[src/hw/seqex_consts.vh]
// Constants for the sequencer exception handler
`ifndef SEQEX_CONSTS_VH
`define SEQEX_CONSTS_VH
`define SEQEX_ADDR_W          32
`define SEQEX_PMASK_W         64
`define SEQEX_BIT_GLOBAL_HW   60
`define SEQEX_BIT_REG_EXC     62
`define SEQEX_BIT_EMU_EXC     63
`define SEQEX_PMASK_RST       64'h0000000000000000
`define SEQEX_ADDR_RST        32'h00000000
`define SEQEX_NUM_STAGES      3
`endif

[src/hw/seqex_handler.v]
// Sequencer exception handler: take, redirect, save and return
//
// Contract
// - Taking an enabled regular exception sets pending bit 62, an emulation one sets bit 63.
// - Fetch is redirected to the software vector, or to the emulation instruction register.
// - The PC is saved to the exception return reg, or the debug return reg for emulation.
// - Taking an enabled exception flushes every instruction in the pipeline.
// - An exception arising while disabled is dropped and never latched.
// - Processing starts only when the causing instruction is in execute stage two, aborting all.
// - An aborted speculative instruction raises no exception.
// - A predicated-false instruction still raises its exception.
// - Taking an exception leaves the global hardware disable bit 60 unchanged.
// - Return from an exception routine does not clear the global hardware disable bit.
// - Hardware interrupts rank below software exceptions and cannot preempt them.
// - Return clears the highest pending bit, branches to the interrupt return reg, and clears bit 60 only when bits 62 and 63 are both clear.
`timescale 1ns/100ps
`default_nettype none
`include "seqex_consts.vh"
module seqex_handler (
   input  wire                          i_sys_clk,
   input  wire                          i_rst_n,
   input  wire                          i_ex2_valid,
   input  wire                          i_ex2_exc,
   input  wire                          i_ex2_emu,
   input  wire                          i_ex2_spec_aborted,
   input  wire                          i_ex2_pred_false,
   input  wire [`SEQEX_ADDR_W-1:0]      i_ex2_pc,
   input  wire                          i_exc_enable,
   input  wire                          i_emu_enable,
   input  wire                          i_hw_irq_req,
   input  wire [`SEQEX_ADDR_W-1:0]      i_hw_irq_vector,
   input  wire                          i_return_from_interrupt,
   input  wire [`SEQEX_ADDR_W-1:0]      i_sw_exception_vector,
   input  wire [`SEQEX_ADDR_W-1:0]      i_emulation_instr_reg,
   input  wire                          i_irr_wr,
   input  wire [`SEQEX_ADDR_W-1:0]      i_irr_wdata,
   input  wire                          i_alias_wr,
   input  wire                          i_alias_rd,
   output reg  [`SEQEX_PMASK_W-1:0]     o_pmask,
   output reg                           o_fetch_redirect,
   output reg  [`SEQEX_ADDR_W-1:0]      o_fetch_addr,
   output reg  [`SEQEX_ADDR_W-1:0]      o_exception_return_reg,
   output reg  [`SEQEX_ADDR_W-1:0]      o_debug_return_reg,
   output reg  [`SEQEX_ADDR_W-1:0]      o_interrupt_return_reg,
   output wire [`SEQEX_NUM_STAGES-1:0]  o_pipe_abort,
   output reg                           o_exc_dropped,
   output reg                           o_hw_irq_taken
);
   wire [`SEQEX_PMASK_W-1:0] clr_mask;
   wire                      pend_any;
   reg                       raise;
   reg                       take_reg;
   reg                       take_emu;
   reg                       take_any;
   reg                       drop;
   reg                       exc_active;
   reg                       take_hw;
   reg [`SEQEX_PMASK_W-1:0]  next_pmask;
   reg [`SEQEX_PMASK_W-1:0]  ret_clear;

   seqex_prio_enc u_prio (
      .i_mask       (o_pmask),
      .o_clear_mask (clr_mask),
      .o_any        (pend_any)
   );

   seqex_flush_ctl u_flush (
      .i_sys_clk (i_sys_clk),
      .i_rst_n   (i_rst_n),
      .i_trigger (take_any),
      .o_abort   (o_pipe_abort)
   );

   always @* begin
      // Predicate result is ignored on purpose; only a speculative abort cancels
      raise = i_ex2_valid & ~i_ex2_spec_aborted & (i_ex2_exc | i_ex2_emu);
      // Emulation outranks a regular exception in the same cycle
      take_emu = raise & i_ex2_emu & i_emu_enable;
      take_reg = raise & ~take_emu & i_ex2_exc & i_exc_enable;
      take_any = take_emu | take_reg;
      drop = raise & ~take_any;
      exc_active = o_pmask[`SEQEX_BIT_REG_EXC] | o_pmask[`SEQEX_BIT_EMU_EXC];
      // Exceptions win over hardware requests, and block them while being served
      take_hw = i_hw_irq_req & ~take_any & ~exc_active & ~o_pmask[`SEQEX_BIT_GLOBAL_HW];
      // Return clears the top pending bit; bit 60 is cleared only for a hardware return
      ret_clear = clr_mask;
      if (exc_active) begin
         ret_clear[`SEQEX_BIT_GLOBAL_HW] = 1'b0;
      end else if (pend_any) begin
         ret_clear[`SEQEX_BIT_GLOBAL_HW] = 1'b1;
      end
      next_pmask = o_pmask;
      if (i_return_from_interrupt) begin
         next_pmask = next_pmask & ~ret_clear;
      end
      if (i_alias_wr) begin
         next_pmask[`SEQEX_BIT_GLOBAL_HW] = 1'b1;
      end
      if (i_alias_rd) begin
         next_pmask[`SEQEX_BIT_GLOBAL_HW] = 1'b0;
      end
      if (take_hw) begin
         next_pmask[`SEQEX_BIT_GLOBAL_HW] = 1'b1;
      end
      // Taking sets wins over a return clearing in the same cycle
      if (take_reg) begin
         next_pmask[`SEQEX_BIT_REG_EXC] = 1'b1;
      end
      if (take_emu) begin
         next_pmask[`SEQEX_BIT_EMU_EXC] = 1'b1;
      end
   end

   always @(posedge i_sys_clk or negedge i_rst_n) begin
      if (!i_rst_n) begin
         o_pmask                <= `SEQEX_PMASK_RST;
         o_fetch_redirect       <= 1'b0;
         o_fetch_addr           <= `SEQEX_ADDR_RST;
         o_exception_return_reg <= `SEQEX_ADDR_RST;
         o_debug_return_reg     <= `SEQEX_ADDR_RST;
         o_interrupt_return_reg <= `SEQEX_ADDR_RST;
         o_exc_dropped          <= 1'b0;
         o_hw_irq_taken         <= 1'b0;
      end else begin
         o_pmask          <= next_pmask;
         o_exc_dropped    <= drop;
         o_hw_irq_taken   <= take_hw;
         o_fetch_redirect <= take_any | take_hw | i_return_from_interrupt;
         if (take_emu) begin
            o_fetch_addr       <= i_emulation_instr_reg;
            o_debug_return_reg <= i_ex2_pc;
         end else if (take_reg) begin
            o_fetch_addr           <= i_sw_exception_vector;
            o_exception_return_reg <= i_ex2_pc;
         end else if (take_hw) begin
            o_fetch_addr <= i_hw_irq_vector;
         end else if (i_return_from_interrupt) begin
            o_fetch_addr <= o_interrupt_return_reg;
         end
         // Hardware interrupt return kept apart so exceptions can nest inside it
         if (take_hw) begin
            o_interrupt_return_reg <= i_ex2_pc;
         end else if (i_irr_wr | i_alias_wr) begin
            o_interrupt_return_reg <= i_irr_wdata;
         end
      end
   end
endmodule
`default_nettype wire

[src/hw/seqex_prio_enc.v]
// Finds the highest set bit of the pending mask
`timescale 1ns/100ps
`default_nettype none
`include "seqex_consts.vh"
module seqex_prio_enc (
   input  wire [`SEQEX_PMASK_W-1:0] i_mask,
   output reg  [`SEQEX_PMASK_W-1:0] o_clear_mask,
   output reg                       o_any
);
   integer idx;
   reg     found;
   always @* begin
      found = 1'b0;
      o_clear_mask = {`SEQEX_PMASK_W{1'b0}};
      for (idx = `SEQEX_PMASK_W - 1; idx >= 0; idx = idx - 1) begin
         if (!found && i_mask[idx]) begin
            o_clear_mask[idx] = 1'b1;
            found = 1'b1;
         end
      end
      o_any = found;
   end
endmodule
`default_nettype wire

[src/hw/seqex_flush_ctl.v]
// Pipeline flush pulse generator
`timescale 1ns/100ps
`default_nettype none
`include "seqex_consts.vh"
module seqex_flush_ctl (
   input  wire                          i_sys_clk,
   input  wire                          i_rst_n,
   input  wire                          i_trigger,
   output reg  [`SEQEX_NUM_STAGES-1:0]  o_abort
);
   // All stages are killed at once; the redirect refills the pipe
   always @(posedge i_sys_clk or negedge i_rst_n) begin
      if (!i_rst_n) begin
         o_abort <= {`SEQEX_NUM_STAGES{1'b0}};
      end else begin
         o_abort <= {`SEQEX_NUM_STAGES{i_trigger}};
      end
   end
endmodule
`default_nettype wire

[config.mk]
export PLATFORM = sky130hd
export DESIGN_NAME = seqex_handler
export DESIGN_NICKNAME = d
export VERILOG_FILES = /design/src/hw/seqex_handler.v /design/src/hw/seqex_prio_enc.v /design/src/hw/seqex_flush_ctl.v
export VERILOG_INCLUDE_DIRS = /design/src /design/src/hw
export SDC_FILE = /design/constraint.sdc
export NUM_CORES = 1
export LEC_CHECK = 0
export BUFFER_PORTS_ARGS = -buffer_cell sky130_fd_sc_hd__buf_2
export CAP_MARGIN = 25
export CELL_PAD_IN_SITES_DETAIL_PLACEMENT = 0
export CELL_PAD_IN_SITES_GLOBAL_PLACEMENT = 1
export CORE_MARGIN = 2
export CORE_UTILIZATION = 37
export DETAILED_ROUTE_END_ITERATION = 8
export GPL_ROUTABILITY_DRIVEN = 1
export PLACE_DENSITY_LB_ADDON = 0.1
export SKIP_CTS_REPAIR_TIMING = 1
export SLEW_MARGIN = 30
export SYNTH_ARGS = -nofsm -noshare
export SYNTH_HDL_FRONTEND = slang
export SYNTH_HIERARCHICAL = 1
export SYNTH_SLANG_ARGS = --single-unit
[constraint.sdc]
create_clock -name i_sys_clk -period 2.87 [get_ports i_sys_clk]
set_input_delay 0.1435 -clock i_sys_clk [delete_from_list [all_inputs] [get_ports i_sys_clk]]
set_output_delay 0.1435 -clock i_sys_clk [all_outputs]
set_load 0.1 [all_outputs]
======== Word-level counts from Yosys, hierarchy flattened ========
Index checks and enable logic that the tools add are counted.
storage, ports and cells
  input bits .............................. 174
  output and inout bits ................... 198
  logic and storage cells ................. 309
  flip-flop bits (word level) ............. 196
cells by class
  bitwise gates (word level) .............. 24
  muxes and demuxes ....................... 141
  reduce and logical (&&, ||, !) cells .... 132
operators by type and width
  cell                 count
  two-way mux 32 bit   6
  two-way mux 1 bit    134
  AND 64 bit           1
  two-way mux 64 bit   1
  inverter 64 bit      1
  logical AND 1 bit    63
  zero test 1 bit      63
  AND 1 bit            11
  nonzero test 4 bit   2
  OR 1 bit             6
  nonzero test 2 bit   3
  inverter 1 bit       5
  AND reduction 2 bit  1

======== Longest topological paths before layout ========
Gate-level depths: netlist of the first run.
  word-level depth ........................ 198
  depth in mapped cells ................... 8
  gate-level depth less buffers ........... 7

======== Cells and area by module ========
Netlist of the first run, hierarchy kept.
by module, submodules not included
  module           times used  cells an instance  area each (sq um)  sequential area each (sq um)
  seqex_handler    1           651                8192.9             4879.7
  seqex_prio_enc   1           152                944.7              0.0
  seqex_flush_ctl  1           3                  40.0               25.0

======== Least setup slack after synthesis of the first run ========
No wires, ideal clock.
  path type ............................... register -> register
  start point ............................. register o_pmask[63]
  end point ............................... register o_pmask[60]
  period minus slack after synthesis ...... 2824 ps
  cell stages (with the launch flop) ...... 8
  setup slack ............................. 46 ps
  path buffers ............................ 0
  data arrival time ....................... 2740 ps
  library setup time ...................... 83 ps
  required time ........................... 2787 ps
  cells stage by stage .................... dfrtp_1 -> or4_4 -> nor3_4 -> nand4_1 -> or4_1 -> o211ai_1 -> a21oi_1 -> o21ai_0
on the way
  longest elaborated chain between the ends .. 198
  elaborated cells between the ends (all ways) .. 204
  those cells by class .................... mux (71); bitwise (6); reduce/logical (127)
RTL lines
  item                      RTL line             RTL
  start: declaration        seqex_handler.v:39   output reg [`SEQEX_PMASK_W-1:0] o_pmask,
  start signal: assignment  seqex_handler.v:116  o_pmask <= `SEQEX_PMASK_RST;
  start signal: assignment  seqex_handler.v:125  o_pmask <= next_pmask;
  two-way mux 1 bit (*)     seqex_prio_enc.v:16  if (!found && i_mask[idx]) begin
  zero test 1 bit           seqex_prio_enc.v:16
  logical AND 1 bit         seqex_prio_enc.v:16
  two-way mux 1 bit (*)     seqex_prio_enc.v:16
  zero test 1 bit           seqex_prio_enc.v:16
  logical AND 1 bit         seqex_prio_enc.v:16
  two-way mux 1 bit (*)     seqex_prio_enc.v:16
  zero test 1 bit           seqex_prio_enc.v:16
  [... 182 more ...]        -
  via pend_any              seqex_handler.v:50   wire pend_any;
  two-way mux 1 bit (*)     seqex_handler.v:89   end else if (pend_any) begin
  two-way mux 1 bit (*)     seqex_handler.v:87   if (exc_active) begin
  inverter 64 bit (*)       seqex_handler.v:94   next_pmask = next_pmask & ~ret_clear;
  AND 64 bit (*)            seqex_handler.v:94
  two-way mux 64 bit (*)    seqex_handler.v:93   if (i_return_from_interrupt) begin
  two-way mux 1 bit (*)     seqex_handler.v:96   if (i_alias_wr) begin
  two-way mux 1 bit (*)     seqex_handler.v:99   if (i_alias_rd) begin
  two-way mux 1 bit (*)     seqex_handler.v:102  if (take_hw) begin
The timed path passes the listed nets; every way through them passes the cells marked *. The select of a mux whose other input is x is not followed.
A chain may end at the register's enable or synchronous reset.

======== Worst setup path in the final report of the first run ========
  start point ............................. register o_pmask[62]
  end point ............................... register o_pmask[18]
on the way
  longest elaborated chain between the ends .. 136
RTL lines
  item                   RTL line             RTL
  logical AND 1 bit (*)  seqex_prio_enc.v:16
  two-way mux 1 bit (*)  seqex_prio_enc.v:16
  zero test 1 bit        seqex_prio_enc.v:16
  logical AND 1 bit      seqex_prio_enc.v:16
  two-way mux 1 bit (*)  seqex_prio_enc.v:16
  zero test 1 bit        seqex_prio_enc.v:16
  logical AND 1 bit      seqex_prio_enc.v:16
  two-way mux 1 bit (*)  seqex_prio_enc.v:16
  [... 121 more ...]     -
  logical AND 1 bit      seqex_prio_enc.v:16
  two-way mux 1 bit (*)  seqex_prio_enc.v:16
  zero test 1 bit (*)    seqex_prio_enc.v:16
  logical AND 1 bit (*)  seqex_prio_enc.v:16
  two-way mux 1 bit (*)  seqex_prio_enc.v:16
  via clr_mask[18]       seqex_handler.v:49   wire [`SEQEX_PMASK_W-1:0] clr_mask;
  inverter 64 bit (*)    seqex_handler.v:94
  AND 64 bit (*)         seqex_handler.v:94
The timed path passes the listed nets; every way through them passes the cells marked *.

==> flow_results.org, run 1 <==
** Clock tree
- Maximum count of clock buffers along a single path :: 2
- Root Driver :: sky130_fd_sc_hd__clkbuf_16
- At the later pin of the worst-skew pair, clock insertion delay measures roughly 440 ps.
- TritonCTS created 17 clock buffers.
- TritonCTS built the clock tree.
- Clock-pin slew was measured on the worst setup and hold paths at 80 ps.
- In this run the number of H-tree levels came out at 4.
- Counting every sink on the clock net gives 196.

** Floorplanning
- around 370 I/O pins were placed.
- In this run the standard cell core region covers between 20000 and 25000 sq um.
- Starting density of the core :: between 30% and 40%
- Row generation in the floorplan step produced 57 rows.
- The floorplan step set the die width to 161 um.
- In this run the vertical extent of the chip is approximately 160 um.
- The die covers 26100 sq um.

** Timing
- Maximum frequency from static timing analysis :: ~0.40 GHz
- The worst path uses between 80 and 90% of the clock period.
- The final-report hold violation count is 3.
- Relative slew margins :: around 40%
- The max-slew violation count came to 0.
- Setup tns final :: 0 ps
- The routed design could run at a clock period as short as approximately 2500 ps.
- For the pin with the worst max-slew slack, the measured transition is roughly 890 ps.
- Post-route setup slack :: between 300 and 400 ps
- On the final layout, the worst clock skew is between 10 and 15 ps.
- Worst hold margin :: -0.827 ps
- RSZ-0062 raised after global routing :: false
- Total setup violations reported at the end of the flow :: 0

** Finish
- Max reg flops :: 64
- Proportion of layout cells with a drive suffix above 1 :: approximately 44%
- Counting the fill cells in the layout gives ~2300.
- Most frequent standard cell in the layout excluding fill and tap cells :: sky130_fd_sc_hd__buf_2
- Layout overhead on the synthesized area :: 35.4%
- At the end of the flow, the number of nets in the layout was 1379.
- o_pmask holds more flip-flops than any other register.
- In the layout the commonest cells are sky130_fd_sc_hd__buf_2 (369), sky130_fd_sc_hd__dfrtp_1 (196), sky130_fd_sc_hd__nand2_1 (114), sky130_fd_sc_hd__nor2_1 (62), sky130_fd_sc_hd__a21boi_0 (61).
- Measured on the finished design, the core utilization comes to between 50% and 60%.

** GRT
- Number of global-route vias before repair :: about 7500
- Wire length of the first global-routing pass :: 45100 um
- Entering global routing, the biggest net connects between 80 and 90 pins.
- Total gr overflow :: 0
- Number of antenna violations at the first check in global routing :: 6
- GRT Resource Usage Total :: between 20 and 25%

** Detailed routing
- Average wire per standard cell :: approximately 19 um
- The detail route stage leaves a number of antenna-violating nets equal to 0.
- The routed layout has ~8000 vias.
- Violation count after the first detailed-routing iteration :: around 550
- After detailed routing, the number of remaining DRC violations is 0.
- Detailed Route WL :: between 20000 and 30000 um
- Number of vias per cell :: 5.12
- For this run, the detailed router's first-pass iteration total came to 6.

** Synthesis
- Summing the sequential cell areas from Yosys gives roughly 53% of the chip area.
- Cell type with the highest aggregate area in the netlist :: sky130_fd_sc_hd__dfrtp_1
- Averaged over all synthesized cells, the footprint is 11.4 sq um.
- Summing every instance area after synthesis gives 9180 sq um.
- The number of nets handed over by synthesis was slightly below 1000.
- Distinct cells, synth :: 52
- Yosys printed 6 warnings.
- Largest cells by area after synthesis :: sky130_fd_sc_hd__dfrtp_1 (53%), sky130_fd_sc_hd__mux2_4 (9.2%), sky130_fd_sc_hd__a21boi_0 (5.0%)
- Synthesized netlist cell count :: about 800
- In this run, synthesis produced a sequential element count of approximately 200.
- Yosys top cell area share :: 53.4%

** Place
- Summed over all nets, the half-perimeter wirelength after detailed placement is ~22000 um.
- Before CTS, the worst setup slack after placement is between 300 and 400 ps.
- PortBufs :: 370
- The congestion estimate from routability-driven global placement came to a little under 0.8.

** Power and ir drop
- P per Cell Area :: slightly below 1000 nW/um^2
- Leakage power :: between 6 and 7 nW
- VDD sags by at most about 0.58 mV.

** Setup path
- In this design, the stage delay of the slowest critical-path cell is 660 ps.
- Path depth of the worst reg2reg path :: 5
- By startpoint and endpoint, the worst setup path is classified as flip-flop to flip-flop.
- STA puts the critical path data arrival time at around 2800 ps.
- Critical path required time :: between 3000 and 4000 ps
- Kind of end point of the critical path :: flip-flop
- Of all nets on the critical path, the largest fanout is 10.
- FF-to-FF End :: o_pmask[18]
- The slowest stage of the critical path belongs to the cell sky130_fd_sc_hd__or4_4.
- R2r startpoint :: o_pmask[62]
- For flop-to-flop paths, the worst setup slack is approximately 360 ps.
- STA classifies the critical path startpoint as a flip-flop.
- Cell-by-cell listing of the critical path :: or4_4 -> nor4_4 -> nand2_2 -> nor4_1 -> a21boi_0

** Run status
- Result of the run :: finished, violations left
- Failing checks :: hold timing

** Min path
- Endpoint, Worst Hold :: o_fetch_addr[1]
- The worst hold path passes through 3 cells.
- Hold Startpoint :: i_emulation_instr_reg[1]
- The worst hold path belongs to the class primary input to flip-flop.

** Job
- The tool flagged a number of max-cap violations equal to 0.
-- critical path: cells and delay by family (launching register included) --
| family | cells | cell delay [ps] |
|---|---|---|
| compound gates | 1 | 120 |
| flops | 1 | 500 |
| simple gates | 4 | 1750 |
-- metrics by stage --
stage               std cells  total power [W]  cell area, sq um
floorplan                 806          0.00835              9180
global placement         1473          0.00951             11400
detailed placement       1474          0.00956             11500
CTS                      1505           0.0121             12100
global route             1543           0.0124             12400
finish                   1545           0.0120             12400
-- synthesized netlist by cell type, drive strengths merged --
master / n
and4b: 8
or4b: 1
nand3: 7
nor3: 23
o21ai: 33
dfrtp: 196
and2: 8
a32o: 1
nor3b: 3
a222oi: 31
mux2: 96
nor2b: 2
a22o: 1
nor2: 62
nor4b: 4
o211ai: 2
a22oi: 2
clkbuf: 27
nand3b: 4
nand2b: 1
and3: 12
nor4: 15
nand2: 116
and3b: 5
and4: 3
nor4bb: 1
a21boi: 61
a21o: 1
or4: 7
inv: 13
nand4: 2
nand4b: 2
a21oi: 34
o2bb2ai: 1
buf: 21
-- power breakdown --
part / internal (W) / switching [W]
sequential: 0.00324 / 0.000323
clock: 0.00135 / 0.00113
combinational: 0.00118 / 0.00477
total: 0.00577 / 0.00622
-- worst max path at each step --
stage,cells after the start,startpoint,slack (ps),to
after floorplan,7,o_pmask[63],50,o_pmask[60]
after global placement,5,o_pmask[62],380,o_pmask[31]
after detailed placement,5,o_pmask[62],350,o_pmask[31]
after CTS,5,o_pmask[62],310,o_pmask[18]
after global routing,5,o_pmask[62],110,o_pmask[20]
final,5,o_pmask[62],360,o_pmask[18]
-- metal layers --
layer | GRT usage (%) | wire length (um)
met2 | 37.0 | 14300
met5 | 0 | 22
met3 | 6.32 | 2350
met4 | 7.31 | 684
met1 | 28.8 | 12600
-- layout make-up --
class                      instances  area [sq um]  area share [%]
clock buffer                      19           453            3.65
tap                              324           405            3.26
inverter                          13          48.8           0.393
multi-input combinational        549          3990            32.1
timing repair buffer             428          2470            19.9
sequential                       196          4900            39.5
antenna                            4          10.0          0.0806
clock inverter                    12           144            1.16
-- cells by family (layout without fill, tap and decap cells) --
| group | Yosys count | count (layout) | share of synthesized area (%) |
|---|---|---|---|
| AND/OR/NAND/NOR | 286 | 286 | 16.3 |
| flip-flops | 196 | 196 | 53.4 |
| AO/OA/AOI/OAI | 167 | 167 | 13.0 |
| multiplexers | 96 | 96 | 14.1 |
| buffers and inverters | 61 | 472 | 3.22 |
| other | 0 | 4 | 0 |
Note: power is estimated with default switching activity, not from simulation.
==> run 2: changes to the inputs <==
Settings changed: CELL_PAD_IN_SITES_GLOBAL_PLACEMENT 1 to 2, CORE_UTILIZATION 37 to 30.
==> run 2 against run 1 <==
  * Die area rose by 23%
  * The flow now finishes without violations
  * Setup slack lost 74 ps
  * Hold slack improved by 5.2 ps
  * First-iteration DRC count down 26%
==> flow_results.org, run 2 (synthesis gave the netlist of run 1 again) <==
** Setup path
- The top cell family by delay on the critical path is simple AND/OR/NAND/NOR gates (unchanged).
- The worst path required time is 3220 ps (was 3180 ps).
- The cell that appears most often on the critical path is sky130_fd_sc_hd__or4_1.
- Delay of the slowest cell on the worst path :: 600 ps (was 660 ps)
- Critical path peak fanout :: 6 (was 10)
- FF-to-FF End :: o_pmask[60] (was o_pmask[18])
- Arr. time, crit path :: 2920 ps (was 2810 ps)
- The slowest cell on the critical path is sky130_fd_sc_hd__or4_1 (was sky130_fd_sc_hd__or4_4).
- The kind of critical path was flip-flop to flip-flop (unchanged).
- Critical path buffer and inverter count :: 0 (unchanged)
- The path depth of the worst reg2reg path is 7 (was 5).
- FF-to-FF setup slack :: 290 ps (was 360 ps)
- Cell-by-cell listing of the critical path: or4_1 -> nor4b_2 -> nand4_1 -> or4_1 -> o211ai_1 -> a21oi_1 -> o21ai_0 (was or4_4 -> nor4_4 -> nand2_2 -> nor4_1 -> a21boi_0).
- The startpoint of the most critical register-to-register path was o_pmask[12] (was o_pmask[62]).
- Kind of launch point of the worst setup path :: flip-flop (unchanged)
- The endpoint type of the worst setup path is a flip-flop (unchanged).

** Finish
- Top library cells by usage in the layout, fill and taps aside :: sky130_fd_sc_hd__buf_2 (369), sky130_fd_sc_hd__dfrtp_1 (196), sky130_fd_sc_hd__nand2_1 (113), sky130_fd_sc_hd__nor2_1 (62), sky130_fd_sc_hd__a21boi_0 (61) (was sky130_fd_sc_hd__buf_2 (369), sky130_fd_sc_hd__dfrtp_1 (196), sky130_fd_sc_hd__nand2_1 (114), sky130_fd_sc_hd__nor2_1 (62), sky130_fd_sc_hd__a21boi_0 (61))
- The post-layout net count is 1383 (was 1379).
- Layout overhead on the synthesized area :: 36.2% (was 35.4%)
- Core occupancy in the finished layout :: 41.2% (was 51.1%)
- Final non-filler cell total :: 1624 (was 1545)
- Max reg flops :: 64 (unchanged)
- Proportion of layout cells with a drive suffix above 1 :: 44.3% (was 44.2%)
- Largest register by flop count :: o_pmask (unchanged)
- Most frequent standard cell in the layout excluding fill and tap cells :: sky130_fd_sc_hd__buf_2 (unchanged)

** Floorplanning
- The die width was 179 um (was 161 um).
- The height of the die came to 179 um (was 161 um).
- The number of ports placed on the die boundary is 372 (unchanged).
- The full die area came to 32000 sq um (was 26100 sq um).
- The area of the placeable core was 30300 sq um (was 24300 sq um).
- The row count is 64 (was 57).
- Starting density of the core :: 30.2% (was 37.7%)

** Power and ir drop
- The worst vdd rail ir drop was 0.585 mV (was 0.584 mV).
- The power per unit of standard cell area was 949 nW/um^2 (was 965 nW/um^2).
- Total power consumption of the routed design :: 0.0119 W (was 0.0120 W)
- The leakage power figure came to 6.33 nW (was 6.34 nW).

** Clock tree
- Root Driver :: sky130_fd_sc_hd__clkbuf_16 (unchanged)
- The level count of the clock H-tree came to 4 (unchanged).
- The number of clock sinks came to 196 (unchanged).
- The clock transition at the registers of the reported paths is 80 ps (about the same).
- The number of buffers created by CTS came to 17 (unchanged).
- The clock tree from TritonCTS is done (unchanged).
- Clock latency at the later pin of the worst-skew pair :: 430 ps (was 440 ps)
- The number of buffers on the longest clock path came to 2 (unchanged).

** Place
- PortBufs :: 370 (unchanged)
- The HPWL after detailed placement was 23300 um (was 21700 um).
- Final Wtd Congestion :: 0.763 (was 0.794)
- The number of instances in the placed design is 1549 (was 1474).

** Timing
- Ratio of final minimum period to clock period :: 89.9% (was 87.3%)
- The final-report hold violation count came to 0 (was 3).
- The sum of negative setup slack was 0 ps (unchanged).
- Maximum frequency from static timing analysis :: 0.388 GHz (was 0.399 GHz)
- The headroom to the max-slew limit came to 44.2% (was 40.1%).
- RSZ-0062 raised after global routing :: false (unchanged)
- The final count of negative-setup-slack endpoints was 0 (unchanged).
- Final critical delay including setup and external delays :: 2580 ps (was 2510 ps)
- Max-slew violation count :: 0 (unchanged)
- Transition time of the tightest slew-check pin :: 835 ps (was 895 ps)
- Clock tree skew after final layout :: 16.9 ps (was 14.1 ps)

** Run status
- Result of the run: complete, no violations (was finished, violations left).

** Detailed routing
- The routed length per instance is 19.6 um (was 19.4 um).
- The first-pass detailed-route iteration total is 5 (was 6).
- Final antenna-violating net count :: 0 (unchanged)
- DRC violation count after routing :: 0 (unchanged)
- The total via count in the routed design was 7921 (was 7917).
- The violation count after the first detailed-route iteration came to 405 (was 545).
- Number of vias per cell :: 4.88 (was 5.12)
- Detailed Route WL :: 31800 um (was 30000 um)

** GRT
- Number of antenna violations at the first check in global routing :: 9 (was 6)
- The global router's overall resource usage was 19.1% (was 22.5%).
- Total gr overflow :: 0 (unchanged)
- The via count of the first global-routing pass was 7555 (was 7475).
- Maximum number of pins on one net before global-route repair :: 64 (was 82)
- Wire length of the first global-routing pass :: 46000 um (was 45100 um)

** Min path
- Path class of the lowest-slack min-delay path :: primary input to flip-flop (unchanged)
- The instance count along the most critical hold path was 3 (unchanged).
- Endpoint, Worst Hold :: o_fetch_addr[21] (was o_fetch_addr[1])
- The startpoint of the worst hold path is i_emulation_instr_reg[21] (was i_emulation_instr_reg[1]).

** Job
- Maximum capacitance violations :: 0 (unchanged)
[run 2: cell types whose count changed in the layout (fill, tap and decap cells not counted), sizes merged]
| cell | change |
|---|---|
| clkinvlp | -1 |
| clkinv | +4 |
| bufinv | -2 |
| buf | +3 |
| inv | -1 |
| diode | +3 |
| dlygate4sd3 | +1 |
[run 2: final cells by class]
class                      count  area [sq um]
sequential                   196          4900
multi-input combinational    549          3990
inverter                      13          48.8
timing repair buffer         432          2480
clock inverter                12           119
fill                        3036         17800
antenna                        7          17.5
clock buffer                  19           443
tap                          396           495
[run 2: power breakdown]
| group | internal, W | leakage [nW] | switching, W |
|---|---|---|---|
| combinational | 0.00118 | 3.60 | 0.00482 |
| sequential | 0.00324 | 2.46 | 0.000284 |
| clock | 0.00117 | 0.272 | 0.00117 |
[run 2: worst max path at each step]
stage                           start     endpoint  slack, ps  depth (start not counted)
after global routing      o_pmask[12]  o_pmask[60]         80                          7
after detailed placement  o_pmask[12]  o_pmask[60]        280                          7
final                     o_pmask[12]  o_pmask[60]        290                          7
after global placement    o_pmask[54]  o_pmask[60]        340                          7
after floorplan           o_pmask[63]  o_pmask[60]         50                          7
after CTS                 o_pmask[12]  o_pmask[60]        240                          7
[run 2: per-layer routing]
layer	global-route usage, %	part of all wire, %	vias up
met4	5.93	2.0	4
met5	0	0.082	-
met1	23.6	42	3862
met3	6.17	8.6	38
li1	-	-	3728
met2	31.6	48	289
[run 2: worst min-delay path: stages]
cell and delay [ps]:
sky130_fd_sc_hd__buf_2 80, sky130_fd_sc_hd__a222oi_1 50, sky130_fd_sc_hd__a21oi_1 120
[run 2: metrics by stage]
stage / worst slack [ps] / hold WS, ps / instance area (sq um)
detailed placement: 275 / 137 / 11600
finish: 291 / 4.33 / 12500
floorplan: 46.2 / -152 / 9180
global placement: 336 / 142 / 11600
global route: 79.9 / 0.0502 / 12500
CTS: 239 / -340 / 12100
==> run 3: changes to the inputs <==
Settings changed: REMOVE_ABC_BUFFERS set to 1.
==> run 3 against run 2 <==
  * Non-clock buffer count increased by 7
  * Die area unchanged
  * Largest power group unchanged
  * Hold slack got worse by 18 ps
  * Highest routed layer unchanged
  * Combinational power increased by 0.7%
  * Clock power increased by 7%
  * The flow now finishes with violations (hold timing)
  * Final area increased by 0.88%
  * Setup slack improved by 46 ps
  * Critical path type unchanged
  * Core utilization increased by 0.36 points
  * Flip-flop and latch count unchanged
==> flow_results.org, run 3 (synthesis gave the netlist of run 1 again) <==
** Run status
- Failing checks :: hold timing
- Result of the run: finished, violations left (was complete, no violations).

** Detailed routing
- Violation count after the first detailed-routing iteration :: 615 (was 405)
- Final antenna-violating net count :: 0 (unchanged)
- The first-pass detailed-route iteration total was 6 (was 5).
- DRC violation count after routing :: 0 (unchanged)
- Average wire per standard cell :: 19.6 um (about the same)
- The total via count in the routed design is 7960 (was 7921).
- Detailed Route WL :: 31800 um (about the same)
- The via density per instance came to 4.90 (was 4.88).

** Finish
- Largest register by flop count :: o_pmask (unchanged)
- The area of the multi-input gates is 3990 sq um (about the same).
- Final layout net count :: 1390 (was 1383)
- Proportion of layout cells with a drive suffix above 1 :: 43.7% (was 44.3%)
- Count of antenna diodes in the layout :: 0 (was 7)
- The flip-flop count of the largest register, all copies and words added was 64 (unchanged).
- Most frequent standard cell in the layout excluding fill and tap cells :: sky130_fd_sc_hd__buf_2 (unchanged)
- The number of filler instances in the final layout was 3096 (was 3036).
- The area of all sequential standard cells came to 4900 sq um (unchanged).
- Top library cells by usage in the layout, fill and taps aside :: sky130_fd_sc_hd__buf_2 (369), sky130_fd_sc_hd__dfrtp_1 (196), sky130_fd_sc_hd__nand2_1 (114), sky130_fd_sc_hd__nor2_1 (62), sky130_fd_sc_hd__a21boi_0 (61) (was sky130_fd_sc_hd__buf_2 (369), sky130_fd_sc_hd__dfrtp_1 (196), sky130_fd_sc_hd__nand2_1 (113), sky130_fd_sc_hd__nor2_1 (62), sky130_fd_sc_hd__a21boi_0 (61))
- Final non-filler cell total :: 1624 (unchanged)
- The layout overhead on the synthesized area came to 37.4% (was 36.2%).

** GRT
- The met3 usage came to 5.34% (was 6.17%).
- Number of antenna violations at the first check in global routing :: 3 (was 9)
- The fraction of met1 tracks used by global routing came to 26.0% (was 23.6%).
- Total gr overflow :: 0 (unchanged)
- Number of global-route vias before repair :: 7536 (was 7555)
- Layer with the highest usage :: met2 (unchanged)
- Maximum number of pins on one net before global-route repair :: 83 (was 64)
- Wire length of the first global-routing pass :: 46300 um (was 46000 um)
- GRT Resource Usage Total :: 19.3% (was 19.1%)
- Met2 capacity usage during global routing :: 30.4% (was 31.6%)

** Clock tree
- The number of clock sinks was 196 (unchanged).
- The number of buffers created by CTS was 17 (unchanged).
- Clock latency at the later pin of the worst-skew pair :: 440 ps (was 430 ps)
- The level count of the clock H-tree came to 4 (unchanged).
- The root buffer cell is sky130_fd_sc_hd__clkbuf_16 (unchanged).
- The number of buffers on the longest clock path came to 2 (unchanged).
- Clock transition at the register clock pins on the worst setup and hold paths after CTS :: 80 ps (about the same)
- The clock tree from TritonCTS was done (unchanged).

** Timing
- The post-route minimum period came to 2530 ps (was 2580 ps).
- Total setup violations reported at the end of the flow :: 0 (unchanged)
- The sum of negative setup slack was 0 ps (unchanged).
- The final-report hold violation count is 3 (was 0).
- Relative slew margins :: 50.3% (was 44.2%)
- Worst hold margin :: -13.7 ps (was 4.33 ps)
- The clock skew came to 15.2 ps (was 16.9 ps).
- The ratio of final minimum period to clock period is 88.3% (was 89.9%).
- Transition time of the tightest slew-check pin :: 746 ps (was 835 ps)
- The max-slew violation count was 0 (unchanged).
- RSZ-0062 raised after global routing :: false (unchanged)
- Maximum frequency from static timing analysis :: 0.395 GHz (was 0.388 GHz)

** Setup path
- The kind of critical path is flip-flop to flip-flop (unchanged).
- Critical path required time :: 3220 ps (about the same)
- The endpoint type of the worst setup path is a flip-flop (unchanged).
- Cell-by-cell listing of the critical path :: or4_1 -> nor4_4 -> nand4_1 -> or4_1 -> o211ai_1 -> a21oi_1 -> o21ai_0 (was or4_1 -> nor4b_2 -> nand4_1 -> or4_1 -> o211ai_1 -> a21oi_1 -> o21ai_0)
- Critical path peak fanout :: 6 (unchanged)
- Slowest CP cell :: sky130_fd_sc_hd__or4_1 (unchanged)
- The type of element launching the critical path was a flip-flop (unchanged).
- The reg2reg setup slack was 340 ps (was 290 ps).
- Cell repeated most along the worst path :: sky130_fd_sc_hd__or4_1 (unchanged)
- Critical path buffer and inverter count :: 0 (unchanged)
- The top cell family by delay on the critical path was simple AND/OR/NAND/NOR gates (unchanged).
- The delay of the slowest cell on the worst path was 670 ps (was 600 ps).
- Arr. time, crit path :: 2880 ps (was 2920 ps)

** Place
- The number of port buffers is 370 (unchanged).
- Placed Cells :: 1546 (was 1549)
- Final Wtd Congestion :: 0.754 (was 0.763)
- The HPWL after detailed placement was 23000 um (was 23300 um).

** Min path
- Path class of the lowest-slack min-delay path :: primary input to flip-flop (unchanged)

** Power and ir drop
- The total internal power is 0.00576 W (was 0.00560 W).
- Combinational cell fraction of total power :: 50.1% (was 50.6%)
- P per Cell Area :: 957 nW/um^2 (was 949 nW/um^2)
- Leakage power :: 6.39 nW (was 6.33 nW)
- The worst vdd rail ir drop came to 0.541 mV (was 0.585 mV).
- The total power consumption of the routed design came to 0.0121 W (was 0.0119 W).
- The share of total power in sequential cells came to 29.3% (was 29.7%).
- The switching power as a share of total power came to 52.2% (was 52.9%).
- The part of the total power dissipated in the clock network is 20.6% (was 19.7%).
- Net Switching :: 0.00631 W (was 0.00628 W)

** Floorplanning
- Vertical extent of the die :: 179 um (unchanged)
- Horizontal die dimension :: 179 um (unchanged)
- The full die area is 32000 sq um (unchanged).
- Count of standard-cell rows :: 64 (unchanged)
- The number of ports placed on the die boundary was 372 (unchanged).
- Starting density of the core :: 30.2% (unchanged)
- Floorplan Core Area :: 30300 sq um (unchanged)

** Job
- Maximum capacitance violations :: 0 (unchanged)
## run 3: worst register-to-register path, delay by kind of cell, from the launching register on
| family | cells | cell delay, ps |
|---|---|---|
| AO/OA/AOI/OAI | 3 | 430 |
| flip-flops | 1 | 430 |
| AND/OR/NAND/NOR | 4 | 1580 |
## run 3: path summary, 6_finish.rpt
check / cells past startpoint / endpoint / start
worst max-delay path: 7 / o_pmask[60] / o_pmask[54]
worst min-delay path: 3 / o_exc_dropped / i_ex2_exc
worst max register to register: 7 / o_pmask[60] / o_pmask[54]
worst min register to register: 2 / o_exception_return_reg[25] / o_exception_return_reg[25]
max in group asynchronous: 3 / o_exception_return_reg[29] / i_rst_n
min in group asynchronous: 2 / o_pmask[6] / i_rst_n
## run 3: power groups by stage
stage | Combinational (W) | Clock, W | Sequential [W]
after global placement | 0.00600 | 0 | 0.00358
after CTS | 0.00602 | 0.00258 | 0.00354
final | 0.00605 | 0.00249 | 0.00354
after global routing | 0.00628 | 0.00270 | 0.00360
after floorplan | 0.00110 | 0 | 0.00718
after detailed placement | 0.00602 | 0 | 0.00359
## run 3: per-stage QoR
| step | area (sq um) | setup slack, ps | util (%) | hold WS, ps |
|---|---|---|---|---|
| 2_1_floorplan | 8930 | -224 | - | -152 |
| 3_3_place_gp | 11500 | 399 | 38.0 | 269 |
| 3_5_place_dp | 11500 | 341 | 38.1 | 271 |
| 4_1_cts | 12100 | 296 | 40.0 | -208 |
| 5_1_grt | 12600 | 35.5 | 41.6 | 0.0794 |
| 6_report | 12600 | 337 | 41.6 | -13.7 |
## run 3: layout make-up
cell class / count / area share [%]
timing repair buffer: 439 / 20.4
tap: 396 / 3.93
clock buffer: 18 / 3.40
inverter: 13 / 0.387
clock inverter: 13 / 1.31
sequential: 196 / 38.9
multi-input combinational: 549 / 31.6
## run 3: metal layers
layer  up-vias  part of all wire, %  wire [um]
li1       3730                    -          -
met1      3927                   44      13800
met2       267                   47      15000
met3        30                  7.3       2310
met4         6                  1.8        585
met5         -                 0.11         34
